==> config.mk <==
export PLATFORM = sky130hd
export DESIGN_NAME = regulator_vbus_control
export DESIGN_NICKNAME = d
export VERILOG_FILES = /design/src/design/regulator_pkg.sv /design/src/design/vbus_sync.sv /design/src/design/edge_detect.sv /design/src/design/regulator_vbus_control.sv
export SDC_FILE = /design/constraint.sdc
export NUM_CORES = 1
export LEC_CHECK = 0
export BUFFER_PORTS_ARGS = -buffer_cell sky130_fd_sc_hd__buf_4
export CORE_MARGIN = 1.5
export CORE_UTILIZATION = 42
export DETAILED_ROUTE_END_ITERATION = 12
export HOLD_SLACK_MARGIN = 0.08
export PLACE_DENSITY = 0.84
export SYNTH_ARGS = -nofsm -noshare
export SYNTH_HDL_FRONTEND = slang
export SYNTH_SLANG_ARGS = --single-unit
==> constraint.sdc <==
create_clock -name sys_clk_i -period 1 [get_ports sys_clk_i]
set_input_delay 0.2 -clock sys_clk_i [delete_from_list [all_inputs] [get_ports sys_clk_i]]
set_output_delay 0.2 -clock sys_clk_i [all_outputs]
set_load 0.005 [all_outputs]
==> src/design/regulator_pkg.sv <==
package regulator_pkg;
    localparam int unsigned ADDR_W = 8;
    localparam int unsigned DATA_W = 8;
    localparam logic [7:0] CTRL_OFFSET = 8'h00;
    localparam logic [7:0] IRQ_CTRL_OFFSET = 8'h04;
    localparam logic [7:0] EVT_STATUS_OFFSET = 8'h08;
    localparam logic [7:0] EVT_MASK_OFFSET = 8'h0c;
    localparam int unsigned OFF_BIT = 7;
    localparam int unsigned LEVEL_BIT = 6;
    localparam int unsigned POL_BIT = 5;
    localparam int unsigned LOWPWR_BIT = 4;
    localparam int unsigned IRQ_EN_BIT = 0;
    localparam int unsigned RST_SRC_BIT = 1;
    localparam int unsigned EVT_RISE_BIT = 0;
    localparam int unsigned EVT_FALL_BIT = 1;
    localparam logic [7:0] CTRL_RESET = 8'h00;
    localparam logic [7:0] CTRL_WMASK = 8'hb0;
    localparam logic [7:0] IRQ_CTRL_WMASK = 8'h03;
    localparam logic [7:0] EVT_WMASK = 8'h03;
    localparam int unsigned SYNC_STAGES = 2;

    typedef enum logic [1:0] {
        MODE_NORMAL,
        MODE_LOWPWR,
        MODE_OFF
    } reg_mode_t;

    function automatic logic sel_match(input logic level, input logic pol);
        sel_match = (level == pol);
    endfunction
endpackage

==> src/design/vbus_sync.sv <==
`timescale 1ns/1ps
module vbus_sync
    import regulator_pkg::*;
(
    input wire logic sys_clk_i,
    input wire logic rst_i,
    input wire logic async_i,
    output logic sync_o
);
    logic [SYNC_STAGES-1:0] stage_reg;

    // The first stage feeds only the second stage.
    always_ff @(posedge sys_clk_i or posedge rst_i) begin
        if (rst_i) begin
            stage_reg <= '0;
        end else begin
            stage_reg <= {stage_reg[SYNC_STAGES-2:0], async_i};
        end
    end

    assign sync_o = stage_reg[SYNC_STAGES-1];
endmodule // vbus_sync

==> src/design/edge_detect.sv <==
`timescale 1ns/1ps
module edge_detect (
    input wire logic sys_clk_i,
    input wire logic rst_i,
    input wire logic level_i,
    output logic rise_o,
    output logic fall_o
);
    logic prev_reg;

    always_ff @(posedge sys_clk_i or posedge rst_i) begin
        if (rst_i) begin
            prev_reg <= 1'b0;
        end else begin
            prev_reg <= level_i;
        end
    end

    assign rise_o = level_i & ~prev_reg;
    assign fall_o = ~level_i & prev_reg;
endmodule // edge_detect

==> src/design/regulator_vbus_control.sv <==
`timescale 1ns/1ps
// Contract
// [RULE_01] Regulator stays on after every reset
// [RULE_02] Software toggles regulator with one bit
// [RULE_03] Mode bit picks normal or low power
// [RULE_04] Status bit shows live bus level
// [RULE_05] Enabled interrupt when level matches polarity
// [RULE_06] Interrupt purely level driven, no flag
// [RULE_07] Reset request when level matches polarity
// [RULE_08] Polarity zero low, one high
// [RULE_09] Bit seven disables regulator when set
// [RULE_10] Bit four selects low power mode
// [RULE_11] Low four bits read zero
// [RULE_12] Bus level passes two-stage synchronizer
module regulator_vbus_control
    import regulator_pkg::*;
(
    input wire logic sys_clk_i,
    input wire logic rst_i,
    input wire logic [ADDR_W-1:0] addr_i,
    input wire logic [DATA_W-1:0] wdata_i,
    input wire logic wr_i,
    input wire logic rd_i,
    output logic [DATA_W-1:0] rdata_o,
    input wire logic vbus_i,
    output logic regulator_enable_o,
    output logic regulator_low_power_o,
    output logic vbus_irq_o,
    output logic vbus_reset_req_o,
    output logic event_irq_o
);
    logic vbus_sync;
    logic vbus_rise;
    logic vbus_fall;
    logic regulator_off_bit_reg;
    logic regulator_low_power_select_reg;
    logic bus_power_polarity_select_reg;
    logic irq_en_reg;
    logic rst_src_reg;
    logic [1:0] evt_status_reg;
    logic [1:0] evt_status_next;
    logic [1:0] evt_mask_reg;
    logic [DATA_W-1:0] rdata_reg;
    logic [DATA_W-1:0] rdata_next;
    logic reg_en_reg;
    logic reg_lp_reg;
    logic irq_reg;
    logic rst_req_reg;
    logic event_irq_reg;
    reg_mode_t mode;

    wire sel_ctrl = (addr_i == CTRL_OFFSET);
    wire sel_irq = (addr_i == IRQ_CTRL_OFFSET);
    wire sel_status = (addr_i == EVT_STATUS_OFFSET);
    wire sel_mask = (addr_i == EVT_MASK_OFFSET);
    wire wr_ctrl = wr_i & sel_ctrl;
    wire wr_irq = wr_i & sel_irq;
    wire wr_mask = wr_i & sel_mask;
    wire rd_status = rd_i & sel_status;
    // [RULE_08] polarity compare
    wire match = sel_match(vbus_sync, bus_power_polarity_select_reg);
    wire [1:0] evt_set = {vbus_fall, vbus_rise};

    // [RULE_12] input synchronizer
    vbus_sync u_sync (
        .sys_clk_i(sys_clk_i),
        .rst_i(rst_i),
        .async_i(vbus_i),
        .sync_o(vbus_sync)
    );

    edge_detect u_edge (
        .sys_clk_i(sys_clk_i),
        .rst_i(rst_i),
        .level_i(vbus_sync),
        .rise_o(vbus_rise),
        .fall_o(vbus_fall)
    );

    // [RULE_01] reset keeps on
    always_ff @(posedge sys_clk_i or posedge rst_i) begin
        if (rst_i) begin
            regulator_off_bit_reg <= CTRL_RESET[OFF_BIT];
            regulator_low_power_select_reg <= CTRL_RESET[LOWPWR_BIT];
            bus_power_polarity_select_reg <= CTRL_RESET[POL_BIT];
        end else if (wr_ctrl) begin
            // [RULE_02] software on/off
            regulator_off_bit_reg <= wdata_i[OFF_BIT];
            // [RULE_10] mode bit four
            regulator_low_power_select_reg <= wdata_i[LOWPWR_BIT];
            bus_power_polarity_select_reg <= wdata_i[POL_BIT];
        end
    end

    always_ff @(posedge sys_clk_i or posedge rst_i) begin
        if (rst_i) begin
            irq_en_reg <= 1'b0;
            rst_src_reg <= 1'b0;
            evt_mask_reg <= 2'h0;
        end else begin
            if (wr_irq) begin
                irq_en_reg <= wdata_i[IRQ_EN_BIT];
                rst_src_reg <= wdata_i[RST_SRC_BIT];
            end
            if (wr_mask) begin
                evt_mask_reg <= wdata_i[1:0];
            end
        end
    end

    // Edge events win over a clearing read in the same cycle.
    assign evt_status_next = rd_status ? evt_set : (evt_status_reg | evt_set);

    always_ff @(posedge sys_clk_i or posedge rst_i) begin
        if (rst_i) begin
            evt_status_reg <= 2'h0;
        end else begin
            evt_status_reg <= evt_status_next;
        end
    end

    // [RULE_11] reserved read zero
    wire [DATA_W-1:0] ctrl_read = {regulator_off_bit_reg, vbus_sync, bus_power_polarity_select_reg,
                                   regulator_low_power_select_reg, 4'h0};

    always_comb begin
        rdata_next = 8'h00;
        if (rd_i) begin
            // [RULE_04] live level
            if (sel_ctrl) begin
                rdata_next = ctrl_read;
            end else if (sel_irq) begin
                rdata_next = {6'h00, rst_src_reg, irq_en_reg};
            end else if (sel_status) begin
                rdata_next = {6'h00, evt_status_reg};
            end else if (sel_mask) begin
                rdata_next = {6'h00, evt_mask_reg};
            end
        end
    end

    always_comb begin
        if (regulator_off_bit_reg) begin
            mode = MODE_OFF;
        end else if (regulator_low_power_select_reg) begin
            mode = MODE_LOWPWR;
        end else begin
            mode = MODE_NORMAL;
        end
    end

    always_ff @(posedge sys_clk_i or posedge rst_i) begin
        if (rst_i) begin
            rdata_reg <= 8'h00;
            reg_en_reg <= 1'b1;
            reg_lp_reg <= 1'b0;
            irq_reg <= 1'b0;
            rst_req_reg <= 1'b0;
            event_irq_reg <= 1'b0;
        end else begin
            rdata_reg <= rdata_next;
            // [RULE_09] disable bit seven
            case (mode)
                MODE_OFF: begin
                    reg_en_reg <= 1'b0;
                    reg_lp_reg <= 1'b0;
                end
                // [RULE_03] low power mode
                MODE_LOWPWR: begin
                    reg_en_reg <= 1'b1;
                    reg_lp_reg <= 1'b1;
                end
                default: begin
                    reg_en_reg <= 1'b1;
                    reg_lp_reg <= 1'b0;
                end
            endcase
            // [RULE_05] enabled level interrupt
            // [RULE_06] no pending flag
            irq_reg <= irq_en_reg & match;
            // [RULE_07] reset on match
            rst_req_reg <= rst_src_reg & match;
            event_irq_reg <= |(evt_status_next & evt_mask_reg);
        end
    end

    assign rdata_o = rdata_reg;
    assign regulator_enable_o = reg_en_reg;
    assign regulator_low_power_o = reg_lp_reg;
    assign vbus_irq_o = irq_reg;
    assign vbus_reset_req_o = rst_req_reg;
    assign event_irq_o = event_irq_reg;
endmodule // regulator_vbus_control

Word-level counts from Yosys, hierarchy flattened --
Cells that the tools add are included.
Word-level totals: register bits after elaboration 25, input bits 21, output and inout bits 13, word-level logic and storage cells 45
Cells by class: equal/unequal tests 6, muxes and demuxes 10, bitwise gates (word level) 12, reductions and logical operators 2
Operators by type and width (count):
- equality test 8 x 4 -> 1 bit (second input constant) | 2
- 2-to-1 mux 8 bit | 2
- 2-to-1 mux 2 bit | 5
- bitwise AND 1 bit | 8
- equality test 8 x 3 -> 1 bit (second input constant) | 1
- logical NOT 8 bit | 1
- 2-to-1 mux 1 bit | 3
- bitwise AND 2 bit | 1
- equality test 2 x 1 -> 1 bit (second input constant) | 1
- equality test 2 bit (second input constant) | 1
- inverter 1 bit | 2
- OR 2 bit | 1
- OR reduction 2 bit | 1
- equality test 1 bit | 1

Depth between registers and ports, before layout --
Gate-level depths: netlist of run 1.
word-level depth 6, mapped depth 5, depth with buffers taken out 4

Cells and area by module --
Synthesis of run 1 repeated with hierarchy kept, for this count alone.
Unflattened totals: cells, all modules 75, area, all modules 960.9 um^2
Modules (own cells, without submodules):
- regulator_vbus_control | instances 1, cells each 68, area each 863.3 um^2, seq. area each 501.7 um^2
- vbus_sync | instances 1, cells each 3, area each 53.8 um^2, seq. area each 50.0 um^2
- edge_detect | instances 1, cells each 4, area each 43.8 um^2, seq. area each 25.0 um^2

Least setup slack after synthesis of run 1 --
No wires, ideal clock.
kind input -> register, start point input addr_i[7], end point register irq_en_reg, setup time 0.127 ns, arrival 1.214 ns, required time 0.873 ns, slack -0.341 ns, stages on the path 4, path buffers 0, path through nor4_4 and3_1 and3b_1 mux2_1
Between the ends: word-level cells in the longest chain between the ends 2
Ends and longest elaborated chain:
- from (decl) | line regulator_vbus_control.sv:20 | input wire logic [ADDR_W-1:0] addr_i,
- equality test 8 x 3 -> 1 bit | line regulator_vbus_control.sv:53 | wire sel_irq = (addr_i == IRQ_CTRL_OFFSET);
- bitwise AND 1 bit | line regulator_vbus_control.sv:57 | wire wr_irq = wr_i & sel_irq;
- to (signal assigned) | line regulator_vbus_control.sv:102 | irq_en_reg <= wdata_i[IRQ_EN_BIT];
- to (decl) | line regulator_vbus_control.sv:38 | logic irq_en_reg;
No other way between the ends. A chain may end at the register's enable or synchronous reset.

Worst setup path after layout of run 1 --
start point register reg_en_reg (netlist: regulator_enable_o), end point output regulator_enable_o
RTL lines:
- from (decl) | line regulator_vbus_control.sv:45 | logic reg_en_reg;
- from (signal assigned) | line regulator_vbus_control.sv:155 | reg_en_reg <= 1'b1;
- from (signal assigned) | line regulator_vbus_control.sv:165 | reg_en_reg <= 1'b0;
- from (signal assigned) | line regulator_vbus_control.sv:170 | reg_en_reg <= 1'b1;
- to (decl) | line regulator_vbus_control.sv:26 | output logic regulator_enable_o,
No word-level cell between the ends.

==> impl.org, run 1 <==
** Status
- The flow ran to the end, but the final reports show violations.
- Violated checks :: setup timing

** Clocking
- CTS built an H-tree with a depth of 1.
- The clock reaches the later pin of the worst-skew pair after 0.32 ns.
- Clock-pin transition on the worst setup and hold timing paths :: between 0.1 and 0.15 ns
- The tree is rooted in a sky130_fd_sc_hd__clkbuf_4.
- Clock tree synthesis inserted a total of 3 buffers.
- Number of clock sinks :: 23
- TritonCTS built the clock tree.
- Longest Clk Path Bufs :: 2

** Setup path
- On the worst path, the slowest cell contributes a delay of ~0.57 ns.
- Counting both buffers and inverters, the worst setup path holds a total of 1.
- At the worst endpoint, the arrival time is 0.97 ns.
- Slowest library cell on the worst path :: sky130_fd_sc_hd__dfstp_2
- Critical path class :: register to output pin
- Data required time at the worst endpoint :: 0.80 ns
- Cell family with most CP delay :: flip-flops
- STA classifies the critical path endpoint as an output pin.
- The critical path goes through buf_6.
- The worst register-to-register path begins at u_sync.stage_reg[1]$_DFF_PP0_.
- Of all nets on the critical path, the largest fanout is 1.
- Worst setup path startpoint :: regulator_enable_o$_DFF_PP1_
- STA classifies the critical path startpoint as a register.

** Logic synthesis
- Of all flip-flops after synthesis, the portion carrying an async set or reset was 100.0%.
- Main synth FF type :: sky130_fd_sc_hd__dfrtp_1
- The share of synthesized area in the top cell type comes to approximately three fifths.
- Post-synthesis simple-gate area fraction :: between 10% and 20%
- Counting flops with a built-in enable in the synthesized netlist gives 0.
- Leading cell type by number of instances after synthesis :: sky130_fd_sc_hd__dfrtp_1
- Most area-consuming cells after synthesis :: sky130_fd_sc_hd__dfrtp_1 (60%), sky130_fd_sc_hd__mux2_2 (6.1%), sky130_fd_sc_hd__mux2_1 (4.9%)
- Count of mapped cells out of synthesis :: 68
- Synthesized-area fraction occupied by ao, oa, aoi and oai cells :: around 4.5%
- Largest family of logic cells by synthesized area :: simple AND/OR/NAND/NOR gates
- Post-synthesis area per instance :: 13.49 um^2
- Xor/xnor cell area share of the yosys netlist :: 0.9550%
- Number of distinct library cells after synthesis :: 25
- Leading area contributor after synthesis :: sky130_fd_sc_hd__dfrtp_1
- The Yosys step of the flow raised 0 warnings.
- Synthesized cell area :: 917.1 um^2
- After synthesis, the share of cell area in mux cells is 11.05%.
- Sequential fraction of the synthesis area :: 62.89%
- By count the netlist is led by sky130_fd_sc_hd__dfrtp_1 (22), sky130_fd_sc_hd__and2_1 (5), sky130_fd_sc_hd__mux2_2 (5).
- Number of register bits inferred by synthesis :: 23
- The synthesized netlist devotes 0% of its cell area to adder and majority cells.

** GRT
- Global-route wire length before repair :: 3505 um
- Entering global routing, the biggest net connects 24 pins.
- Total routing resource utilization after global routing :: 19.67%
- The number of global-route vias before repair was 760.
- Total global routing overflow :: 0
- The initial antenna violation count came to 0.

** Power and ir drop
- PwrDens :: 1153 nW/um^2
- The worst-case IR drop observed on VDD is 0.7736 mV.
- Summing internal, switching and leakage power gives 1653 uW.
- The analysis attributes to cell leakage a power of 0.0006911 uW.

** Timing
- Count of final max-slew check failures :: 0
- Hold Slack :: 0.1095 ns
- Across all setup checks in the final design, the least slack found is -0.1743 ns.
- Achievable Freq :: 851.5 MHz
- Setup violations remaining at the end of the flow were counted as 18.
- Setup repair after global routing could not meet its margin everywhere.
- Period Utilization, post-route :: 117.4%
- Final hold vios :: 0
- For the finished layout, the period the worst path requires is 1.174 ns.
- Worst setup skew after layout :: 0.009473 ns

** Detailed routing
- DR iter-0 viols :: 2
- For this run, design rule violations remaining after detail routing come to 0.
- First-pass iteration count of the detailed router :: 4
- Average wire per cell in the routed design :: 15.42 um
- For this block, the routed nets add up to 2113 um of wire.
- Once detail routing completed, the nets flagged for antenna violations numbered 0.
- Total via count after detailed routing :: between 600 and 700
- Vias per cell :: 5.007

** Place
- # placed instances :: 130
- After detailed placement, the total cell area comes to 1231 um^2.
- Final weighted congestion of routability-driven global placement :: 0.7712
- Quantity of I/O buffers inserted on ports :: 28
- Prior to clock tree synthesis, the placed netlist has a worst setup slack of -0.4599 ns.
- Detailed placement finished with a half-perimeter wire length of 1344 um.

** Floorplan
- The core region is 2002 um^2.
- Top Ports :: 34
- The initial utilization of the core area, before any placement, comes to 45.81%.
- The floorplan has 16 rows.
- In this run the vertical extent of the chip is 49.73 um.
- Width of the die :: 49.73 um
- Area enclosed by the die boundary :: 2473 um^2

** Layout
- Fraction of layout cells with a size suffix above 1 :: 59.09%
- The register with the most flip-flops in the layout has 6 of them.
- The repair_antennas step left the layout with diodes totalling 0.
- Area Growth Syn to Fin :: 56.21%
- The finished cells cover 1433 um^2.
- The finished layout holds 137 standard cells, fillers aside.
- The net count of the finished layout is 132.

** Hold path
- Worst hold-check path type :: input pin to register
- The startpoint identified for the worst hold timing path is wdata_i[4].

** Job
- Number of maximum-capacitance violations :: 0
-- area by class of cell --
type	count	area [um^2]
multi-input cells	39	414.1
clock inverters	1	5.005
well taps	27	33.78
clock buffers	3	22.52
fillers	144	569.3
repair buffers	41	369.1
inverters	3	11.26
flip-flops and latches	23	576.8
-- per-layer routing --
layer  vias up  share of wire (%)  track usage [%]
met5         -                  0                0
met4         0               0.90            7.407
met3         3                4.1            3.939
met2        26                 55            35.56
met1       345                 40            22.74
li1        312                  -                -
-- kinds of logic after synthesis --
logic type / count (synthesis)
multiplexers: 9
AO/OA/AOI/OAI: 5
other: 1
flip-flops: 23
buffers and inverters: 7
AND/OR/NAND/NOR: 22
XOR/XNOR: 1
-- power by group --
group / leakage (uW) / switching, uW / internal (uW)
combinational: 0.000375 / 96.0 / 136
clock: 0.0000177 / 287 / 150
sequential: 0.000299 / 22.0 / 961
-- worst paths after layout --
check | end | slack, ns | cells after the start
max | regulator_enable_o | -0.17 | 1
min | regulator_low_power_select_reg$_DFFE_PP0P_ | 0.11 | 2
max reg2reg | event_irq_o$_DFF_PP0_ | -0.05 | 2
min reg2reg | u_sync.stage_reg[1]$_DFF_PP0_ | 0.38 | 0
max in group asynchronous | regulator_enable_o$_DFF_PP1_ | 0.26 | 4
min in group asynchronous | rdata_o[6]$_DFF_PP0_ | 0.47 | 4
-- cells in the final DEF, fill, tap and decap left out --
| cell | count |
|---|---|
| sky130_fd_sc_hd__nor3_4 | 1 |
| sky130_fd_sc_hd__a22o_1 | 2 |
| sky130_fd_sc_hd__mux2_4 | 8 |
| sky130_fd_sc_hd__mux2_2 | 1 |
| sky130_fd_sc_hd__and3b_2 | 1 |
| sky130_fd_sc_hd__nor4_2 | 1 |
| sky130_fd_sc_hd__nand3_4 | 2 |
| sky130_fd_sc_hd__buf_6 | 15 |
| sky130_fd_sc_hd__nor2_4 | 1 |
| sky130_fd_sc_hd__buf_4 | 24 |
| sky130_fd_sc_hd__o2bb2ai_1 | 1 |
| sky130_fd_sc_hd__clkbuf_4 | 3 |
| sky130_fd_sc_hd__dlygate4sd3_1 | 2 |
| sky130_fd_sc_hd__nand2_2 | 1 |
| sky130_fd_sc_hd__nor2_1 | 3 |
| sky130_fd_sc_hd__inv_1 | 3 |
| sky130_fd_sc_hd__and3_4 | 1 |
| sky130_fd_sc_hd__nor2b_1 | 3 |
| sky130_fd_sc_hd__dfstp_2 | 1 |
| sky130_fd_sc_hd__nand4_1 | 1 |
| sky130_fd_sc_hd__and2_1 | 5 |
| sky130_fd_sc_hd__xnor2_1 | 1 |
| sky130_fd_sc_hd__conb_1 | 2 |
| sky130_fd_sc_hd__a22oi_2 | 2 |
| sky130_fd_sc_hd__nor4_4 | 1 |
| sky130_fd_sc_hd__nor4b_4 | 1 |
| sky130_fd_sc_hd__dfrtp_1 | 22 |
| sky130_fd_sc_hd__clkinv_2 | 1 |
-- repair_timing --
action / CTS / global route
endpoints found under the setup margin: 24 / 26
endpoints found under the hold margin: 23 / 0
resized for setup: 21 / 11
hold buffers: 2 / 0
buffers inserted: 1 / 0
pin swaps: 6 / 7
-- stage by stage --
step | utilization (%) | TNS, ns
5_1_grt | 71.56 | -2.034
2_1_floorplan | - | -2.357
3_5_place_dp | 61.50 | -5.608
6_report | 71.56 | -1.128
3_3_place_gp | 61.50 | -5.152
4_1_cts | 68.69 | -0.8419
Note: power is estimated with default switching activity, not from simulation.
==> run 2, diff against run 1 <==
Settings changed: SETUP_SLACK_MARGIN from default to 0.3.
==> run 2 against run 1 <==
The run ends with hold timing, setup timing left. Hold slack worse by 0.21 ns. Wire length decreased by 0.99%. Flip-flop and latch count is the same. Critical path type unchanged. Critical endpoint unchanged.
==> impl.org, run 2 (same netlist as run 1, synthesis figures left out) <==
** Clocking
- No sink is reached through more buffers than the 2 on the longest clock path.
- Number of clock sinks :: 23
- Clock tree synthesis selected as its root buffer the cell sky130_fd_sc_hd__clkbuf_4.
- Total clock buffers created by CTS :: 3
- CTS tree :: built
- After clock tree synthesis, the clock-pin slew on the worst setup and hold paths is 0.12 ns.
- CTS built an H-tree with a depth of 1.
- Post-cts hold buffer count :: 1
- Clock latency on the worst-skew pair, taken at its later pin, is 0.32 ns.

** Power and ir drop
- Across the VDD grid, the largest voltage drop is roughly 1 mV.
- For this design the static power due to leakage is ~0.00073 uW.
- PwrDens :: 1109 nW/um^2

** Setup path
- Walking the worst path, the cells encountered are buf_6.
- RR Endpoint :: rdata_o[0]$_DFF_PP0_
- Sort of element at the end of the critical path :: output pin
- Launching point of the worst reg2reg path :: evt_status_reg[0]$_DFF_PP0_
- Cell family with most CP delay :: flip-flops
- The largest individual stage delay along the critical path comes from the cell sky130_fd_sc_hd__dfstp_2.
- On the worst path, the slowest cell contributes a delay of 0.56 ns.
- Arrival @ worst endpoint :: around 0.96 ns
- Reg2reg path depth :: 3
- Setup crit start kind :: register
- Critical path class :: register to output pin
- Maximum fanout along the worst path :: 1
- Data on the critical path is required at its endpoint by 0.80 ns.
- The setup check on the worst reg-to-reg path leaves a slack of -0.03 ns.
- Together, buffers and inverters on the worst path number 1.

** Timing
- Setup slack of the critical path after layout :: -0.1648 ns
- Sum of negative setup slack :: -1.457 ns
- Worst setup skew after layout :: 0.006678 ns
- Count of final max-slew check failures :: 0
- Final hold vios :: 22
- Setup repair after global routing missed its margin :: true
- Hold Slack :: -0.1007 ns
- Setup violations remaining at the end of the flow were counted as 26.
- Final min period :: 1.165 ns
- Dividing the final minimum period by the clock period gives 116.5%.
- Achievable Freq :: 858.5 MHz

** Status
- The flow ran to the end, but the final reports show violations.
- The checks that failed: hold timing, setup timing.

** GRT
- Global-route wire length before repair :: 3429 um
- For this run, the total global-route usage over all layers was measured as 19.39%.
- The initial antenna violation count came to 0.
- The number of global-route vias before repair was between 700 and 800.
- Entering global routing, the biggest net connects 24 pins.
- Total global routing overflow :: 0

** Floorplan
- Floorplan die height :: between 40 and 50 um
- Pin placement for this block handled 34 I/O pins.
- Core outline area :: 2002 um^2
- The die is between 40 and 50 um wide.
- For this configuration, the core starts out at a cell density of 45.81%.
- # rows :: 16
- Area enclosed by the die boundary :: between 2000 and 2500 um^2

** Detailed routing
- Antenna-violating nets left :: 0
- The first TritonRoute pass finished after 3 iterations.
- Vias per cell :: about 5
- DR iter-0 viols :: 5
- Total via count after detailed routing :: 688
- Remaining DRCs :: 0
- In the final routed layout, each cell accounts on average for 14.84 um.
- Wires add up to 2092 um.

** Job
- Number of maximum-capacitance violations :: 0

** Place
- Input and output buffers added on the ports amount to 28.
- Final weighted congestion of routability-driven global placement :: 0.7607

** Layout
- The register with the most flip-flops in the layout has 6 of them.
- Number of antenna cells inserted :: 0
- Area Growth Syn to Fin :: 64.26%
- Leading cell type in the layout, fill and taps excluded :: sky130_fd_sc_hd__buf_4
- Fraction of layout cells with a size suffix above 1 :: about two thirds
- The library cells used most frequently in the layout, excluding fill and tap cells, are sky130_fd_sc_hd__buf_4 (27), sky130_fd_sc_hd__dfrtp_1 (22), sky130_fd_sc_hd__buf_6 (17).
- Net count of the finished layout :: 136

** Hold path
- Worst hold-check path type :: input pin to async pin
==> run 2: repair_timing <==
| action | 4_1_cts | 5_1_grt |
|---|---|---|
| endpoints found under the setup margin | 29 | 29 |
| pin swaps | 8 | 2 |
| hold endpoints to repair | 23 | 22 |
| resized for setup | 33 | 8 |
| setup buffers | 3 | 2 |
==> run 2: area by class of cell <==
type	count	area [um^2]
Clock buffer	3	22.52
Multi-Input combinational cell	39	452.9
Tap cell	27	33.78
Inverter	3	11.26
Sequential cell	23	576.8
Fill cell	128	495.5
Timing Repair Buffer	45	404.1
Clock inverter	1	5.005
==> run 2: worst max-delay path by stage <==
stage,slack [ns],endpoint,startpoint,cells past startpoint
detailed placement,-0.46,irq_en_reg$_DFFE_PP0P_,addr_i[0],5
global placement,-0.43,irq_en_reg$_DFFE_PP0P_,addr_i[0],5
global route,-0.20,regulator_enable_o,regulator_enable_o$_DFF_PP1_,1
finish,-0.16,regulator_enable_o,regulator_enable_o$_DFF_PP1_,1
floorplan,-0.33,irq_en_reg$_DFFE_PP0P_,addr_i[0],4
CTS,-0.15,regulator_enable_o,regulator_enable_o$_DFF_PP1_,1
==> run 2: stage by stage <==
step	instances	instance area (um^2)	setup WS (ns)	total power, uW	util [%]
5_1_grt	141	1506	-0.2040	1748	75.25
2_1_floorplan	69	939.7	-0.3318	1076	-
3_5_place_dp	131	1239	-0.4576	1184	61.88
4_1_cts	139	1449	-0.1485	1646	72.38
6_report	141	1506	-0.1648	1671	75.25
3_3_place_gp	131	1239	-0.4286	1177	61.88
==> run 2: routing by layer <==
metal | part of all wire [%] | track usage, %
met1 | 36 | 22.06
met4 | 2.7 | 10.19
met3 | 4.6 | 4.242
met5 | 0 | 0
met2 | 56 | 33.78
==> run 2: power breakdown <==
| group | internal (uW) | leakage (uW) | total (uW) | switching, uW |
|---|---|---|---|---|
| Sequential | 961 | 0.000299 | 984 | 23.3 |
| Clock | 150 | 0.0000177 | 427 | 277 |
| Combinational | 154 | 0.000411 | 259 | 106 |
==> run 3, diff against run 2 <==
Settings changed: CORE_MARGIN 1.5 to default, GPL_TIMING_DRIVEN from default to 0, SKIP_LAST_GASP from default to 1.
==> run 3 against run 2 <==
The run ends with setup timing left. Cell count down 5.7%. Maximum frequency up 2.4%. Final area down 7.1%. Register-to-register slack about the same. Utilization down 5.3 points. Clock-buffer cell count unchanged. Largest cell class unchanged. Largest power group unchanged.
==> impl.org, run 3 (same netlist as run 1, synthesis figures left out) <==
** Clocking
- Longest Clk Path Bufs :: 2
- TritonCTS built the clock tree.
- Clock insertion delay at the later pin of the skew report :: 0.31 ns
- CTS saw 23 sinks.
- In this run the number of H-tree levels came out at 1.
- CTS placed an instance of sky130_fd_sc_hd__clkbuf_4 at the clock tree root.
- Clock-pin slew was measured on the worst setup and hold paths at 0.12 ns.
- TritonCTS created 3 clock buffers.

** Detailed routing
- First-pass iteration count of the detailed router :: 4
- Dividing the detail-routed via count by the number of cells gives 4.774.
- In this run, the number of DRC markers left after iteration 0 of detailed routing was 5.
- Final WL :: between 1500 and 2000 um
- Total via count after detailed routing :: 635
- Remaining DRCs :: 0
- Average wire per cell in the routed design :: 14.29 um
- In this run the remaining antenna-violating nets after routing total 0.

** Power and ir drop
- The analysis attributes to cell leakage a power of 0.0006896 uW.
- Power spread over the standard cell area amounts to around 1200 nW/um^2.
- Maximum resistive drop on vdd :: 0.7462 mV

** Layout
- Final core area utilization :: 69.94%
- The register with the most flip-flops in the layout has 6 of them.
- The top cell types in the final layout, fill and taps aside, are sky130_fd_sc_hd__dfrtp_1 (22), sky130_fd_sc_hd__buf_4 (21), sky130_fd_sc_hd__buf_6 (14).
- The finished layout holds 133 standard cells, fillers aside.
- The area growth from synthesis to layout is 52.66%.
- The final layout contains approximately 130 nets.
- In the final layout, the share of cells above drive strength 1 is 58.49%.
- Leading cell type in the layout, fill and taps excluded :: sky130_fd_sc_hd__dfrtp_1
- The number of antenna diodes in the final layout is 0.

** Setup path
- The kind of cell with the highest combined delay along the critical path is flip-flops.
- Setup slack on the worst reg-to-reg path comes out at -0.04 ns.
- Cells along the critical path :: buf_6
- The slowest stage of the critical path is the sky130_fd_sc_hd__dfstp_2 cell.
- In this run the worst path has a maximum fanout of 1.
- Delay contributed by the slowest stage of the critical path :: 0.55 ns
- Count of buffering cells on the critical path with inverters included :: 1
- Arrival @ worst endpoint :: 0.94 ns
- Setup crit start kind :: register
- Sort of element at the end of the critical path :: output pin
- STA puts the critical path data required time at roughly 0.80 ns.
- Critical path class :: register to output pin

** Floorplan
- Measured along the y axis, the die boundary spans 48.73 um.
- The die is between 40 and 50 um wide.
- The core region is 2002 um^2.
- Top Ports :: 34
- # rows :: 16
- Area enclosed by the die boundary :: 2375 um^2
- Starting utilization of the core area :: 45.81%

** Status
- Violated checks :: setup timing
- The flow ran to the end, but the final reports show violations.

** GRT
- Global routing consumed, over all layers together, 18.96% of the routing resources.
- The total overflow left after global routing is 0.
- Antenna violations before repair :: 0
- Vias in the first global route :: slightly above 700
- Global-route wire length before repair :: 3318 um
- Largest net degree at the start of global routing :: 24

** Job
- Number of maximum-capacitance violations :: 0

** Timing
- Hold Slack :: around 0.04 ns
- Headroom to the max-slew limit came out at 45.27%.
- Final hold vios :: 0
- Sum of negative setup slack :: -1.221 ns
- Setup repair after global routing missed its margin :: true
- The number of max-slew violations in the final report is 0.
- Based on the critical path, the design can be clocked at up to 879.0 MHz.
- Setup slack of the critical path after layout :: -0.1376 ns
- For the pin with the worst max-slew slack, the measured transition is 0.8200 ns.
- Setup violations remaining at the end of the flow were counted as 23.
- Worst setup skew after layout :: about 0.0027 ns
- The worst path uses 113.8% of the clock period.
- The routed design could run at a clock period as short as between 1 and 1.5 ns.

** Place
- DPL Wire Length :: 1189 um
- Post-Place Worst Slack :: -0.5319 ns
- Routability-driven placement finished with a final weighted congestion of 0.7531.
- During placement, the flow inserted port buffers numbering 26.
- # placed instances :: 122

** Hold path
- Worst hold-check path type :: input pin to async pin
[run 3: power breakdown]
part           switching (uW)  internal [uW]
clock network             273            149
registers                19.8            961
logic                    91.9            125
[run 3: area by class of cell]
| class | instances | area (um^2) |
|---|---|---|
| multi-input cells | 39 | 420.4 |
| inverters | 3 | 11.26 |
| fillers | 145 | 601.8 |
| clock buffers | 3 | 22.52 |
| repair buffers | 33 | 302.8 |
| well taps | 27 | 33.78 |
| plain buffers | 4 | 27.53 |
| clock inverters | 1 | 5.005 |
| flip-flops and latches | 23 | 576.8 |
[run 3: routing by layer]
layer  wire (um)  GRT usage [%]
met1         733          22.45
met3          75          4.088
met5           0              0
met2        1065          34.03
met4          25          5.882
[run 3: path summary, 6_finish.rpt]
check                                         startpoint                                    endpoint  cells past startpoint
setup / recovery            regulator_enable_o$_DFF_PP1_                          regulator_enable_o                      1
hold / removal                                     rst_i                        rdata_o[6]$_DFF_PP0_                      2
setup reg to reg           u_sync.stage_reg[1]$_DFF_PP0_                       event_irq_o$_DFF_PP0_                      2
hold reg to reg            u_sync.stage_reg[0]$_DFF_PP0_               u_sync.stage_reg[1]$_DFF_PP0_                      0
max in group asynchronous                          rst_i                     rst_src_reg$_DFFE_PP0P_                      2
min in group sys_clk_i                        wdata_i[4]  regulator_low_power_select_reg$_DFFE_PP0P_                      2
[run 3: stage by stage]
stage | cell area, um^2 | power (uW)
after detailed placement | 1169 | 1161
after global routing | 1400 | 1698
after CTS | 1366 | 1618
after floorplan | 939.7 | 1076
after global placement | 1169 | 1155
final | 1400 | 1620
[run 3: what timing repair did]
action	CTS	global route
buffers inserted	4	2
endpoints found under the hold margin	23	0
pin swaps	6	3
hold buffers	1	0
endpoints found under the setup margin	29	29
gates resized for setup	29	3
